`config.mk`:
```
export PLATFORM = sky130hd
export DESIGN_NAME = dsc_control_word
export DESIGN_NICKNAME = d
export VERILOG_FILES = /design/src/dsc_pkg.sv /design/src/dsc_store_ram.sv /design/src/dsc_serdes.sv /design/src/dsc_control_word.sv
export SDC_FILE = /design/constraint.sdc
export NUM_CORES = 1
export LEC_CHECK = 0
export BUFFER_PORTS_ARGS = -buffer_cell sky130_fd_sc_hd__buf_2
export CORE_UTILIZATION = 55
export DETAILED_ROUTE_END_ITERATION = 8
export PLACE_DENSITY = 0.72
export SETUP_SLACK_MARGIN = 0.1
export SLEW_MARGIN = 20
export SYNTH_ARGS = -nofsm -noshare
export SYNTH_HDL_FRONTEND = slang
export SYNTH_SLANG_ARGS = --single-unit
```
`constraint.sdc`:
```
create_clock -name clock -period 3.8 [get_ports clock]
set_clock_uncertainty 0.2 [all_clocks]
set_input_delay 0.38 -clock clock [delete_from_list [all_inputs] [get_ports clock]]
set_output_delay 0.38 -clock clock [all_outputs]
set_load 0.02 [all_outputs]
```
`src/dsc_pkg.sv`:
```
// Purpose: shared constants and types for the disk sequencer control-word decoder
// Assumes: control store sits at 0xA0 (control bytes) and 0xC0 (count bytes)
// Notes: bit positions of the control byte are carried by the dsc_ctrl_t layout

package dsc_pkg;

   // ****************************************************************
   // register map
   // ****************************************************************
   localparam logic [7:0] CTRL_BASE = 8'hA0;
   localparam logic [7:0] COUNT_BASE = 8'hC0;
   localparam logic [2:0] CTRL_PAGE = 3'h5;     // CTRL_BASE[7:5]
   localparam logic [2:0] COUNT_PAGE = 3'h6;    // COUNT_BASE[7:5]
   localparam logic [7:0] CTRL_RESET = 8'h00;
   localparam logic [7:0] COUNT_RESET = 8'h00;
   localparam logic [7:0] UNMAPPED_READ = 8'h00;

   // ****************************************************************
   // sequencer geometry
   // ****************************************************************
   localparam int ADDR_W = 5;
   localparam int NUM_WORDS = 31;
   localparam logic [4:0] STOP_ADDR = 5'h1F;
   localparam logic [4:0] ADDR_RESET = 5'h1F;
   localparam int BYTE_BITS = 8;
   localparam int STACK_DEPTH = 8;
   localparam logic [2:0] PTR_RESET = 3'h0;

   // control byte, bit 7 down to bit 0
   typedef struct packed {
      logic setWriteGate;
      logic setReadLine;
      logic clearWriteGate;
      logic stackEnable;
      logic invalidInput;
      logic syncOutput;
      logic compareEnable;
      logic byteTransfer;
   } dsc_ctrl_t;

   // one byte access toward buffer memory
   typedef struct packed {
      logic req;
      logic write;
      logic [7:0] data;
   } dsc_buf_t;

   typedef enum logic [3:0] {
      ST_STOP = 4'b0001,
      ST_FETCH = 4'b0010,
      ST_LOAD = 4'b0100,
      ST_RUN = 4'b1000
   } dsc_state_t;

endpackage

```
`src/dsc_store_ram.sv`:
```
// Purpose: one byte plane of the microcode store, one write port and two read ports
// Assumes: read data are registered; out-of-range addresses read as zero
// Notes: no reset on the array, software loads it before starting the sequencer

`timescale 1ns/1ns

module dsc_store_ram #(
   parameter int WIDTH = 8,
   parameter int DEPTH = 31,
   parameter int AW = 5
) (
   // clocking
   input wire logic clock,
   input wire logic ce,
   // write port
   input wire logic wrEn,
   input wire logic [AW-1:0] wrAddr,
   input wire logic [WIDTH-1:0] wrData,
   // read ports
   input wire logic [AW-1:0] rdAddrA,
   output logic [WIDTH-1:0] rdDataA,
   input wire logic [AW-1:0] rdAddrB,
   output logic [WIDTH-1:0] rdDataB
);

   logic [WIDTH-1:0] mem [DEPTH];
   wire inRangeA = (rdAddrA < AW'(DEPTH));
   wire inRangeB = (rdAddrB < AW'(DEPTH));
   wire inRangeW = (wrAddr < AW'(DEPTH));

   // write and both reads share the clock enable so a frozen block stays consistent
   always_ff @(posedge clock) begin
      if (ce) begin
         if (wrEn && inRangeW) begin
            mem[wrAddr] <= wrData;
         end
         rdDataA <= inRangeA ? mem[rdAddrA] : '0;
         rdDataB <= inRangeB ? mem[rdAddrB] : '0;
      end
   end

endmodule

```
`src/dsc_serdes.sv`:
```
// Purpose: byte serializer and deserializer for the nrz line with a byte-time tick
// Assumes: one clock per bit; nrzIn is already synchronised
// Notes: while idle the transmit shifter keeps reloading so the first byte is ready

`timescale 1ns/1ns

module dsc_serdes #(
   parameter int BITS = 8
) (
   // clocking
   input wire logic clock,
   input wire logic reset,
   input wire logic ce,
   // control
   input wire logic run,
   input wire logic txEnable,
   // data
   input wire logic [BITS-1:0] txByte,
   input wire logic nrzIn,
   output logic nrzOut,
   output logic [BITS-1:0] rxByte,
   output logic byteTick
);

   logic [$clog2(BITS)-1:0] bitCnt_reg;
   logic [BITS-1:0] txShift_reg;
   logic [BITS-1:0] rxShift_reg;
   wire lastBit = (bitCnt_reg == ($clog2(BITS))'(BITS - 1));

   // bit counter and tick; the tick marks the last bit of each byte time
   always_ff @(posedge clock or posedge reset) begin
      if (reset) begin
         bitCnt_reg <= '0;
         byteTick <= 1'b0;
      end else if (ce) begin
         bitCnt_reg <= run ? bitCnt_reg + 1'b1 : '0;
         byteTick <= run && lastBit;
      end
   end

   // shifters, msb first on the line
   always_ff @(posedge clock or posedge reset) begin
      if (reset) begin
         txShift_reg <= '0;
         rxShift_reg <= '0;
         rxByte <= '0;
         nrzOut <= 1'b0;
      end else if (ce) begin
         txShift_reg <= (!run || lastBit) ? txByte : {txShift_reg[BITS-2:0], 1'b0};
         rxShift_reg <= {rxShift_reg[BITS-2:0], nrzIn};
         if (run && lastBit) begin
            rxByte <= {rxShift_reg[BITS-2:0], nrzIn};
         end
         nrzOut <= run && txEnable && txShift_reg[BITS-1];
      end
   end

endmodule

```
`src/dsc_control_word.sv`:
```
// Purpose: decode of each sequencer word's control and count bytes into gates and transfers
// Assumes: next-address, branch, ecc and buffer arbitration live outside this block
// Notes: a word with count N runs N+1 byte times; the last is the one at count zero
// Overview of operation
// [RULE_01] with the transfer bit set, the count byte is a plain eight-bit byte counter
// [RULE_02] each transfer byte time accesses buffer memory unless the bypass bit is set
// [RULE_03] write gate on: serialize buffer byte, or data byte when bypassed, onto nrz
// [RULE_04] read gate on: deserialize nrz byte, store to buffer only when not bypassed
// [RULE_05] compare bit with read gate compares read bytes to data byte or buffer
// [RULE_06] the sync output pin follows the output bit of the executing word
// [RULE_07] invalid-input bit with read gate on makes the block ignore nrz input
// [RULE_08] stack bit pushes each read byte onto an eight-entry recirculating stack
// [RULE_09] clear-write-gate bit drops the write gate on the final count of the word
// [RULE_10] entering the stopped state drops the write gate
// [RULE_11] a word with set-read-gate raises the read gate when executed
// [RULE_12] read gate drops at end of ecc or on stop, whichever first
// [RULE_13] read gate is never raised while the write gate is up
// [RULE_14] set-write-gate raises write gate until a clearing word completes or stop
// [RULE_15] write gate is never raised while the read gate is up
// [RULE_16] each new word loads the down counter with its count byte
// [RULE_17] fetching address 1F stops the sequencer; 00 to 1E are executable
// [RULE_18] the microcontroller writes the store only while the sequencer cannot read it; this block takes store writes in any state
// [RULE_19] the word's control bits hold for all its byte times until next fetch

`timescale 1ns/1ns

module dsc_control_word #(
   parameter int DEPTH = 31,
   parameter int STACK = 8
) (
   // clock and reset
   input wire logic clock,
   input wire logic reset,
   input wire logic ce,
   // microcontroller access to the store
   input wire logic [7:0] mcAddr,
   input wire logic mcWrite,
   input wire logic mcRead,
   input wire logic [7:0] mcWrData,
   output logic [7:0] mcRdData,
   output logic mcRdValid,
   // sequencer control from surrounding logic
   input wire logic startPulse,
   input wire logic [4:0] startAddr,
   input wire logic [4:0] nextAddr,
   input wire logic eccDone,
   input wire logic bufferBypassBit,
   input wire logic bufferPatternSelectBit,
   input wire logic [7:0] dataFieldByte,
   // buffer memory
   input wire logic [7:0] bufRdData,
   output dsc_pkg::dsc_buf_t bufAccess,
   // drive pins
   input wire logic nrzIn,
   output logic nrzOut,
   output logic nrzOutEnable,
   output logic writeGate,
   output logic readLineOn,
   output logic syncOut,
   // status
   output logic [4:0] seqAddr,
   output logic stopped,
   output logic compareNotEqual,
   output logic [7:0] stackTop
);

   // ****************************************************************
   // state and storage
   // ****************************************************************
   dsc_pkg::dsc_state_t state_reg;
   dsc_pkg::dsc_ctrl_t ctrl_reg;
   logic [7:0] countRem_reg;
   logic nrzMeta_reg;
   logic nrzSync_reg;
   logic rdPending_reg;
   logic rdSelCount_reg;
   logic rdMapped_reg;
   logic [2:0] pushPtr_reg;
   logic [7:0] stack_reg [STACK];
   logic [7:0] ctrlRdA;
   logic [7:0] countRdA;
   logic [7:0] ctrlRdB;
   logic [7:0] countRdB;
   logic [7:0] rxByte;
   logic byteTick;

   // ****************************************************************
   // decode
   // ****************************************************************
   wire inStop = (state_reg == dsc_pkg::ST_STOP);
   wire inFetch = (state_reg == dsc_pkg::ST_FETCH);
   wire inLoad = (state_reg == dsc_pkg::ST_LOAD);
   wire inRun = (state_reg == dsc_pkg::ST_RUN);
   wire wordInRange = (mcAddr[4:0] != dsc_pkg::STOP_ADDR);
   wire ctrlHit = (mcAddr[7:5] == dsc_pkg::CTRL_PAGE) && wordInRange;
   wire countHit = (mcAddr[7:5] == dsc_pkg::COUNT_PAGE) && wordInRange;
   // the store is written whenever asked; software must keep off the executing word
   wire ctrlWr = mcWrite && ctrlHit;   // [RULE_18]
   wire countWr = mcWrite && countHit;
   // word address presented to the store one cycle before its load
   wire [4:0] fetchAddr = inStop ? startAddr : (inFetch ? nextAddr : seqAddr);
   wire stopNow = inFetch && (nextAddr == dsc_pkg::STOP_ADDR);   // [RULE_17]
   wire startGo = inStop && startPulse && (startAddr != dsc_pkg::STOP_ADDR);
   dsc_pkg::dsc_ctrl_t ctrlNew;
   assign ctrlNew = dsc_pkg::dsc_ctrl_t'(ctrlRdB);
   // gate interlocks; a word asking for both gates gets only the write gate, or only the read gate if that is already up
   wire wgSet = inLoad && ctrlNew.setWriteGate && !readLineOn;   // [RULE_14] [RULE_15]
   wire rlSet = inLoad && ctrlNew.setReadLine && !writeGate && !wgSet;   // [RULE_11] [RULE_13]
   // byte-time events of the running word
   wire byteEnd = inRun && byteTick;
   wire finalByte = byteEnd && (countRem_reg == 8'h00);
   wire rxUsable = readLineOn && !ctrl_reg.invalidInput;   // [RULE_07]
   wire xferByte = byteEnd && ctrl_reg.byteTransfer;
   wire bufReq = xferByte && !bufferBypassBit;   // [RULE_02]
   wire bufWr = bufReq && rxUsable;   // [RULE_04]
   wire [7:0] txByte = bufferBypassBit ? dataFieldByte : bufRdData;   // [RULE_03]
   wire [7:0] cmpRef = bufferPatternSelectBit ? bufRdData : dataFieldByte;
   wire cmpMiss = byteEnd && ctrl_reg.compareEnable && rxUsable && (rxByte != cmpRef);   // [RULE_05]
   wire pushByte = byteEnd && ctrl_reg.stackEnable && rxUsable;   // [RULE_08]
   wire wgClear = inStop || stopNow || (finalByte && ctrl_reg.clearWriteGate);   // [RULE_09] [RULE_10]
   wire rlClear = inStop || stopNow || eccDone;   // [RULE_12]

   // ****************************************************************
   // control store planes
   // ****************************************************************
   dsc_store_ram #(.WIDTH(8), .DEPTH(DEPTH), .AW(dsc_pkg::ADDR_W)) ctrlStore (
      .clock(clock),
      .ce(ce),
      .wrEn(ctrlWr),
      .wrAddr(mcAddr[4:0]),
      .wrData(mcWrData),
      .rdAddrA(mcAddr[4:0]),
      .rdDataA(ctrlRdA),
      .rdAddrB(fetchAddr),
      .rdDataB(ctrlRdB)
   );
   dsc_store_ram #(.WIDTH(8), .DEPTH(DEPTH), .AW(dsc_pkg::ADDR_W)) countStore (
      .clock(clock),
      .ce(ce),
      .wrEn(countWr),
      .wrAddr(mcAddr[4:0]),
      .wrData(mcWrData),
      .rdAddrA(mcAddr[4:0]),
      .rdDataA(countRdA),
      .rdAddrB(fetchAddr),
      .rdDataB(countRdB)
   );

   // ****************************************************************
   // nrz line
   // ****************************************************************
   // the nrz pin is asynchronous to this clock, two flops before use
   always_ff @(posedge clock or posedge reset) begin
      if (reset) begin
         nrzMeta_reg <= 1'b0;
         nrzSync_reg <= 1'b0;
      end else if (ce) begin
         nrzMeta_reg <= nrzIn;
         nrzSync_reg <= nrzMeta_reg;
      end
   end

   // shifting runs for every byte time of the word, transfer bit or not
   dsc_serdes #(.BITS(dsc_pkg::BYTE_BITS)) serdes (
      .clock(clock),
      .reset(reset),
      .ce(ce),
      .run(inRun),
      .txEnable(writeGate),   // [RULE_03]
      .txByte(txByte),
      .nrzIn(nrzSync_reg),
      .nrzOut(nrzOut),
      .rxByte(rxByte),
      .byteTick(byteTick)
   );

   // ****************************************************************
   // sequencer word execution
   // ****************************************************************
   // state walk: stop, load, run per byte, fetch next, and back
   always_ff @(posedge clock or posedge reset) begin
      if (reset) begin
         state_reg <= dsc_pkg::ST_STOP;
         seqAddr <= dsc_pkg::ADDR_RESET;
      end else if (ce) begin
         case (state_reg)
            dsc_pkg::ST_STOP: begin
               if (startGo) begin
                  seqAddr <= startAddr;
                  state_reg <= dsc_pkg::ST_LOAD;
               end
            end
            dsc_pkg::ST_FETCH: begin
               seqAddr <= nextAddr;
               state_reg <= stopNow ? dsc_pkg::ST_STOP : dsc_pkg::ST_LOAD;   // [RULE_17]
            end
            dsc_pkg::ST_LOAD: begin
               state_reg <= dsc_pkg::ST_RUN;
            end
            dsc_pkg::ST_RUN: begin
               if (finalByte) begin
                  state_reg <= dsc_pkg::ST_FETCH;
               end
            end
            default: begin
               state_reg <= dsc_pkg::ST_STOP;
            end
         endcase
      end
   end

   // the word is latched once and held; a store write cannot disturb a running word
   always_ff @(posedge clock or posedge reset) begin
      if (reset) begin
         ctrl_reg <= dsc_pkg::dsc_ctrl_t'(dsc_pkg::CTRL_RESET);
         countRem_reg <= dsc_pkg::COUNT_RESET;
      end else if (ce) begin
         if (inLoad) begin
            ctrl_reg <= ctrlNew;   // [RULE_19]
            countRem_reg <= countRdB;   // [RULE_16]
         end else if (byteEnd && !finalByte) begin
            countRem_reg <= countRem_reg - 8'h01;   // [RULE_01]
         end
      end
   end

   // ****************************************************************
   // gates and pins
   // ****************************************************************
   // a set in the same cycle as an ecc-done clear wins; stop always clears
   always_ff @(posedge clock or posedge reset) begin
      if (reset) begin
         writeGate <= 1'b0;
         nrzOutEnable <= 1'b0;
         readLineOn <= 1'b0;
      end else if (ce) begin
         writeGate <= wgSet || (writeGate && !wgClear);   // [RULE_14]
         nrzOutEnable <= wgSet || (writeGate && !wgClear);
         readLineOn <= rlSet || (readLineOn && !rlClear);   // [RULE_11] [RULE_12]
      end
   end

   // sync pin and stopped flag follow the state of the store walk
   always_ff @(posedge clock or posedge reset) begin
      if (reset) begin
         syncOut <= 1'b0;
         stopped <= 1'b1;
      end else if (ce) begin
         syncOut <= inLoad ? ctrlNew.syncOutput : (ctrl_reg.syncOutput && !stopNow && !inStop);   // [RULE_06]
         stopped <= stopNow || (inStop && !startGo);
      end
   end

   // ****************************************************************
   // buffer, compare and stack
   // ****************************************************************
   always_ff @(posedge clock or posedge reset) begin
      if (reset) begin
         bufAccess <= '0;
         compareNotEqual <= 1'b0;
      end else if (ce) begin
         bufAccess.req <= bufReq;   // [RULE_02]
         bufAccess.write <= bufWr;   // [RULE_04]
         bufAccess.data <= rxByte;
         // a miss is kept for the word; a new word starts clean
         compareNotEqual <= cmpMiss || (compareNotEqual && !inLoad);   // [RULE_05]
      end
   end

   // the stack overwrites its oldest entry once full, no overflow flag
   always_ff @(posedge clock or posedge reset) begin
      if (reset) begin
         pushPtr_reg <= dsc_pkg::PTR_RESET;
         stackTop <= 8'h00;
      end else if (ce && pushByte) begin
         pushPtr_reg <= pushPtr_reg + 3'h1;   // [RULE_08]
         stackTop <= rxByte;
      end
   end
   for (genvar i = 0; i < STACK; i++) begin : gStack
      always_ff @(posedge clock or posedge reset) begin
         if (reset) begin
            stack_reg[i] <= 8'h00;
         end else if (ce && pushByte && (pushPtr_reg == 3'(i))) begin
            stack_reg[i] <= rxByte;   // [RULE_08]
         end
      end
   end

   // ****************************************************************
   // microcontroller read-back
   // ****************************************************************
   // two cycles from request to data: store read, then select
   always_ff @(posedge clock or posedge reset) begin
      if (reset) begin
         rdPending_reg <= 1'b0;
         rdSelCount_reg <= 1'b0;
         rdMapped_reg <= 1'b0;
         mcRdData <= 8'h00;
         mcRdValid <= 1'b0;
      end else if (ce) begin
         rdPending_reg <= mcRead;
         rdSelCount_reg <= countHit;
         rdMapped_reg <= ctrlHit || countHit;
         mcRdValid <= rdPending_reg;
         if (rdPending_reg) begin
            mcRdData <= !rdMapped_reg ? dsc_pkg::UNMAPPED_READ : (rdSelCount_reg ? countRdA : ctrlRdA);
         end
      end
   end

   // ****************************************************************
   // checks
   // ****************************************************************
   a_gates_exclusive: assert property (@(posedge clock) disable iff (reset) // [RULE_13] [RULE_15]
      !(writeGate && readLineOn)) else $error("read and write gates both active");
   a_stop_gates_off: assert property (@(posedge clock) disable iff (reset) // [RULE_10]
      inStop |-> (!writeGate && !readLineOn)) else $error("gate active while stopped");
   a_sync_follow: assert property (@(posedge clock) disable iff (reset) // [RULE_06]
      inRun |-> (syncOut == ctrl_reg.syncOutput)) else $error("sync pin differs from word");
   a_buf_bypass: assert property (@(posedge clock) disable iff (reset) // [RULE_02]
      (ce && bufferBypassBit) |=> !bufAccess.req) else $error("buffer accessed while bypassed");
   a_read_store: assert property (@(posedge clock) disable iff (reset) // [RULE_04]
      (ce && bufReq && rxUsable) |=> (bufAccess.req && bufAccess.write)) else $error("read byte not stored");
   a_invalid_block: assert property (@(posedge clock) disable iff (reset) // [RULE_07]
      (ce && ctrl_reg.invalidInput) |=> (!bufAccess.write && $stable(pushPtr_reg)))
      else $error("nrz input used while marked invalid");
   a_count_load: assert property (@(posedge clock) disable iff (reset) // [RULE_16]
      (ce && inLoad) |=> (countRem_reg == $past(countRdB))) else $error("counter not loaded");
   a_stop_fetch: assert property (@(posedge clock) disable iff (reset) // [RULE_17]
      (ce && stopNow) |=> (inStop && stopped && !writeGate)) else $error("1F fetch did not stop");
   a_word_hold: assert property (@(posedge clock) disable iff (reset) // [RULE_19]
      (inRun && $past(inRun)) |-> $stable(ctrl_reg)) else $error("control bits changed mid word");
   a_wg_final_clear: assert property (@(posedge clock) disable iff (reset) // [RULE_09]
      (ce && finalByte && ctrl_reg.clearWriteGate) |=> !writeGate) else $error("write gate held");
   a_stack_push: assert property (@(posedge clock) disable iff (reset) // [RULE_08]
      (ce && pushByte) |=> (stack_reg[pushPtr_reg - 3'h1] == stackTop)) else $error("stack entry not pushed");
endmodule

```
After elaboration in Yosys (flattened, before gate mapping)
Memories as Yosys holds them, arrays and structs flattened. A register that Yosys moved wholly into a read port is not among the register bits. Index checks and enable logic that the tools add are counted.

Flip-flop bits (word level): 88. RAM bits: 496. Output and inout port bits: 39. Word-level logic and storage cells: 145. Memories: 2.

$add $sub $neg: 2. Order comparisons: 2. Eq/ne operators: 13. Multiplexer cells: 23. Reductions and logical operators: 72.

Memory list: countStore.mem (depth 31, width 8, read ports 2, clocked after Yosys merged registers in 2, write ports 1, line dsc_store_ram.sv:26) `logic [WIDTH-1:0] mem [DEPTH];`; ctrlStore.mem (depth 31, width 8, read ports 2, clocked after Yosys merged registers in 2, write ports 1, line dsc_store_ram.sv:26).

Operators by type and width (count): $mux 8 (7); $logic_and 1x1->1 (37); $logic_not 1->1 (17); $pmux 4 s4 (1); $mux 5 (3); $lt 5x5->1 const B (2); $ne 5x5->1 const B (2); $pmux 5 s2 (1); $eq 3x3->1 const B (3); $logic_or 1x1->1 (9); $logic_not 8->1 (1); $mux 4 (2); $ne 8x8->1 (1); $reduce_and 2->1 (4); $sub 8x1->8 const B (1); $mux 1 (7); $mux 3 (2); $reduce_and 3->1 (2); $eq 5x5->1 const B (1); $eq 4x1->1 const B (1); $eq 4x2->1 const B (1); $eq 4x3->1 const B (1); $eq 4x4->1 const B (1); $ne 2x1->1 const B (2); 2 further kinds (3).

Longest topological paths before layout
Depth after elaboration: 8. Mapped depth: 12. Depth with buffers taken out: 7.

Modules after synthesis
Synthesis repeated with hierarchy kept, for this count alone.

Cell total of the unflattened synthesis: 1799. Area total of the unflattened synthesis: 29371.9 sq um.

Modules (own cells, without submodules): dsc_store_ram at countStore (times used 1, cells each 710, area an instance 12507.0 sq um); dsc_store_ram at ctrlStore (times used 1, cells each 692, area an instance 12379.4 sq um); dsc_control_word (times used 1, cells each 299, area an instance 3264.4 sq um); dsc_serdes (times used 1, cells each 98, area an instance 1221.2 sq um).

Worst setup path after synthesis
Ideal clock, no wire load.

Path kind: in2reg. From: input port mcAddr[0]. To: memory ctrlStore.mem[21][0], enable pin. Setup time: 0.370 ns. Data arrival time: 2.544 ns. Required time: 3.230 ns. Slack: 0.686 ns. Stages: 7. Path through: clkbuf_1 > buf_1 > clkbuf_1 > clkbuf_1 > nor2b_1 > nand2_1 > nor2_1.

Word-level cells in the longest chain between the ends: 7.

RTL lines: from (decl) (line dsc_control_word.sv:36) `input wire logic [7:0] mcAddr,`; parallel branches: the longest is 7 deep, another holds $lt 5x5->1; to (decl) (line dsc_store_ram.sv:26).

Parallel ways; which one is timed is not known.

Worst setup path after layout
From: register state_reg[0]. To: register ctrlStore.rdDataB[4], read port of ctrlStore.mem, data pin.

Word-level cells in the longest chain between the ends: 5.

RTL lines: from (decl) (line dsc_control_word.sv:70) `dsc_pkg::dsc_state_t state_reg;`; from (signal assigned) (line dsc_control_word.sv:183) `state_reg <= dsc_pkg::ST_STOP;`; from (signal assigned) (line dsc_control_word.sv:190) `state_reg <= dsc_pkg::ST_LOAD;`; from (signal assigned) (line dsc_control_word.sv:195) `state_reg <= stopNow ? dsc_pkg::ST_STOP : dsc_pkg::ST_LOAD;`; $eq 4x2->1 (line dsc_control_word.sv:91) `wire inFetch = (state_reg == dsc_pkg::ST_FETCH);`; $mux 5 (line dsc_control_word.sv:101) `wire [4:0] fetchAddr = inStop ? startAddr : (inFetch ? nextAddr : seqAddr);`; $mux 5 * (line dsc_control_word.sv:101); $lt 5x5->1 (line dsc_store_ram.sv:28) `wire inRangeB = (rdAddrB < AW'(DEPTH));`; $logic_not 1->1 (no line); to (decl) (line dsc_store_ram.sv:23) `output logic [WIDTH-1:0] rdDataB`.

Every way passes the cells marked *; elsewhere a longest branch is shown, timed or not. A chain may end at the register's enable or synchronous reset.

==> results.json <==
{
  "outcome": "finished, final reports clean",
  "area.sequential_mm2": 0.0181,
  "async_reset_ff_frac": 0.143,
  "crit_path_cell_trace": "or4b_4 -> buf_4 -> nor2_1 -> a21oi_2 -> or2_2 -> o221ai_1 -> and4b_1 -> a311oi_2",
  "max_freq_mhz": 277,
  "crit_path_top_delay_cell": "dfstp_2",
  "drc": 0,
  "drtIter0Drc": 2728,
  "yosys.area_share.simple": 0.0794,
  "synth_warnings": 0,
  "synth_fp_nets": 2117,
  "cpPeakStageDelay_ns": 0.62,
  "start_kind": "register",
  "place_hpwl_mm": 59.8,
  "finalMaxSlewViolations": 0,
  "path_max_fanout": 28,
  "fin_crit_sh": 0.951,
  "holdWs_ns": 0.0235,
  "start_util": 0.556,
  "synth-compound-area-share": 0.106,
  "gp_congestion": 0.995,
  "worst_pin_slew_ns": 1.07,
  "synth.area.top_cells": "edfxtp_1 54%, mux4_2 10%, dfrtp_1 6.9%, mux2i_1 3.8%, nand2_1 3.1%",
  "final_util": 0.628,
  "ys_seq_elements": 616,
  "die_y_um": 232,
  "critPathTopFamily": "simple AND/OR/NAND/NOR gates",
  "cp-end-kind": "register",
  "post-synth-top-area-fraction": 0.543,
  "synth_edf_count": 528,
  "htree_levels": 3,
  "grt_pass1_vias": 19500,
  "powerDensity_mw_per_mm2": 704,
  "worstPathRequired_ns": 4.03,
  "fill_cells": 3826,
  "core_region_area_mm2": 0.0526,
  "vias_per_cell": 6.98,
  "vias": 20300,
  "crit_type": "reg2reg",
  "root_buffer": "clkbuf_16",
  "rows": 84,
  "synth.most_common_cell": "edfxtp_1",
  "multi_input_area_mm2": 0.0102,
  "synth_area_mm2": 0.0292,
  "synth_ff_type": "edfxtp_1",
  "rsz0062_at_grt": "no",
  "grt_usage": 0.336,
  "power_mw": 23.2,
  "dpl_cell_area_mm2": 0.0307,
  "fin_area_mm2": 0.0330,
  "io_buffer_count": 90,
  "relSlewSlack": 0.281,
  "max-cap-violations": 0,
  "drtPass1Iterations": 6,
  "cp.arrival_ns": 3.85,
  "hold_path_class": "in2reg",
  "synthTopCellsByCount": "528 x edfxtp_1, 242 x nand2_1, 143 x nor2_1",
  "tns_ns": 0,
  "synth.distinct_cells": 68,
  "synth_top_family_by_area": "multiplexers",
  "antenna_cells": 0,
  "synth_largest_area_cell": "edfxtp_1",
  "drt_wl_total_mm": 89.1,
  "synth_adder_area_share": 0.00171,
  "die_w_um": 232,
  "cts.path.max_buffers": 3,
  "grt_pass1_wl_mm": 131,
  "syn_area_per_cell_um2": 14.2,
  "antenna_left": 0,
  "drive_gt1_frac": 0.229,
  "synth-xor-area-share": 0.00300,
  "clock_latency_ns": 0.60,
  "clk_pin_slew_ns": 0.06,
  "grt_antenna_before_repair": 3,
  "largestRegisters": "countStore.mem: 248 flops, ctrlStore.mem: 248 flops, bufAccess: 10 flops",
  "cts_made_buffers": 66,
  "cts_tree": "built",
  "power.leakage_nw": 11.5,
  "cts.sinks": 616,
  "synthToLayoutAreaGrowth_pct": 13.0,
  "nets": 2229,
  "setup_viol": 0,
  "grt_start_max_net_pins": 89,
  "wl_per_cell_um": 30.6,
  "synth.mux.area_fraction": 0.157,
  "seq_area_frac_synth": 0.619,
  "syn_inst": 2061,
  "overflow": 0,
  "boundaryPins": 91,
  "hold_viol": 0,
  "vdd.ir_drop.worst_mv": 0.473,
  "dieArea_mm2": 0.0540,
  "path_buf_inv": 1,
  "post-route-min-period_ns": 3.61
}
-- logic make-up (layout without fill, tap and decap cells) --
kind of cell / Yosys count / count (layout)
muxes: 290 / 290
DFF: 616 / 616
AOI/OAI and AO/OA: 405 / 405
adders and majority gates: 4 / 4
and+or+nand+nor: 515 / 515
buffers and inverters: 221 / 381
xor gates and xnor gates: 10 / 10
-- layout by cell type (no fill, tap or decap), types with 16 or more instances in the layout --
| cell type | synthesis | final |
|---|---|---|
| a211oi_1 | 117 | 117 |
| a21oi_1 | 53 | 53 |
| a221oi_1 | 16 | 16 |
| a22o_1 | 18 | 18 |
| a22oi_1 | 32 | 32 |
| a311o_1 | 45 | 45 |
| a31oi_1 | 18 | 18 |
| buf_2 | 22 | 85 |
| buf_4 | 18 | 84 |
| clkbuf_16 | 0 | 69 |
| dfrtp_1 | 81 | 81 |
| dlygate4sd3_1 | 0 | 17 |
| edfxtp_1 | 528 | 528 |
| inv_1 | 61 | 60 |
| mux2_2 | 48 | 48 |
| mux2i_1 | 112 | 111 |
| mux4_2 | 130 | 130 |
| nand2_1 | 242 | 242 |
| nand3_1 | 63 | 62 |
| nor2_1 | 143 | 143 |
| o21ai_0 | 43 | 43 |
-- per-stage QoR --
step,cells,setup WS (ns)
floorplan,2061,0.686
global placement,2774,0.270
detailed placement,2774,0.161
CTS,2907,0.193
global route,2909,0.0922
finish,2909,0.188
-- area by class of cell --
cell class              count  share of cell area
multi-input cells        1224               0.309
inverters                  62             0.00709
flip-flops and latches    616               0.548
clock buffers              82              0.0544
well taps                 688              0.0261
clock inverters            34             0.00865
repair buffers            203              0.0470
-- power breakdown --
group	internal (mW)	switching, mW
registers	7.80	0.315
clock network	3.63	2.64
logic	3.19	5.64
total	14.6	8.59
-- per-layer routing --
layer  wire length (um)  up-vias  GRT usage  share of wire
met3              11500      219     0.0844           0.13
met4               3260        6      0.128          0.037
met2              40500     1503      0.504           0.45
met5                 73        -          0        0.00082
li1                   -     8328          -              -
met1              33800    10300      0.473           0.38
-- timing repair --
item,in CTS,in global routing
resized for setup,0,0
hold buffers,17,0
buffers inserted,0,2
setup endpoints to repair,0,16
endpoints found under the hold margin,91,0
-- worst min-delay path: cells and delay by family --
kind                   cells  cell delay, ns
AOI/OAI and AO/OA          1            0.12
buffers and inverters      1            0.08
muxes                      1            0.15
and+or+nand+nor            1            0.05
-- path summary, 6_finish.rpt --
| check | start | slack [ns] | end | cells after the start |
|---|---|---|---|---|
| max reg2reg | state_reg[0] | 0.19 | ctrlStore.rdDataB[4] | 8 |
| max in group asynchronous | reset | 2.78 | stackTop[3] | 4 |
| min reg2reg | mcRdData[1] | 0.28 | mcRdData[1] | 2 |
| min | bufRdData[0] | 0.02 | serdes.txShift_reg[0] | 4 |
| max | state_reg[0] | 0.19 | ctrlStore.rdDataB[4] | 8 |
| min in group asynchronous | reset | 0.20 | countRem_reg[2] | 4 |
Power figures use the tool's default switching activity.
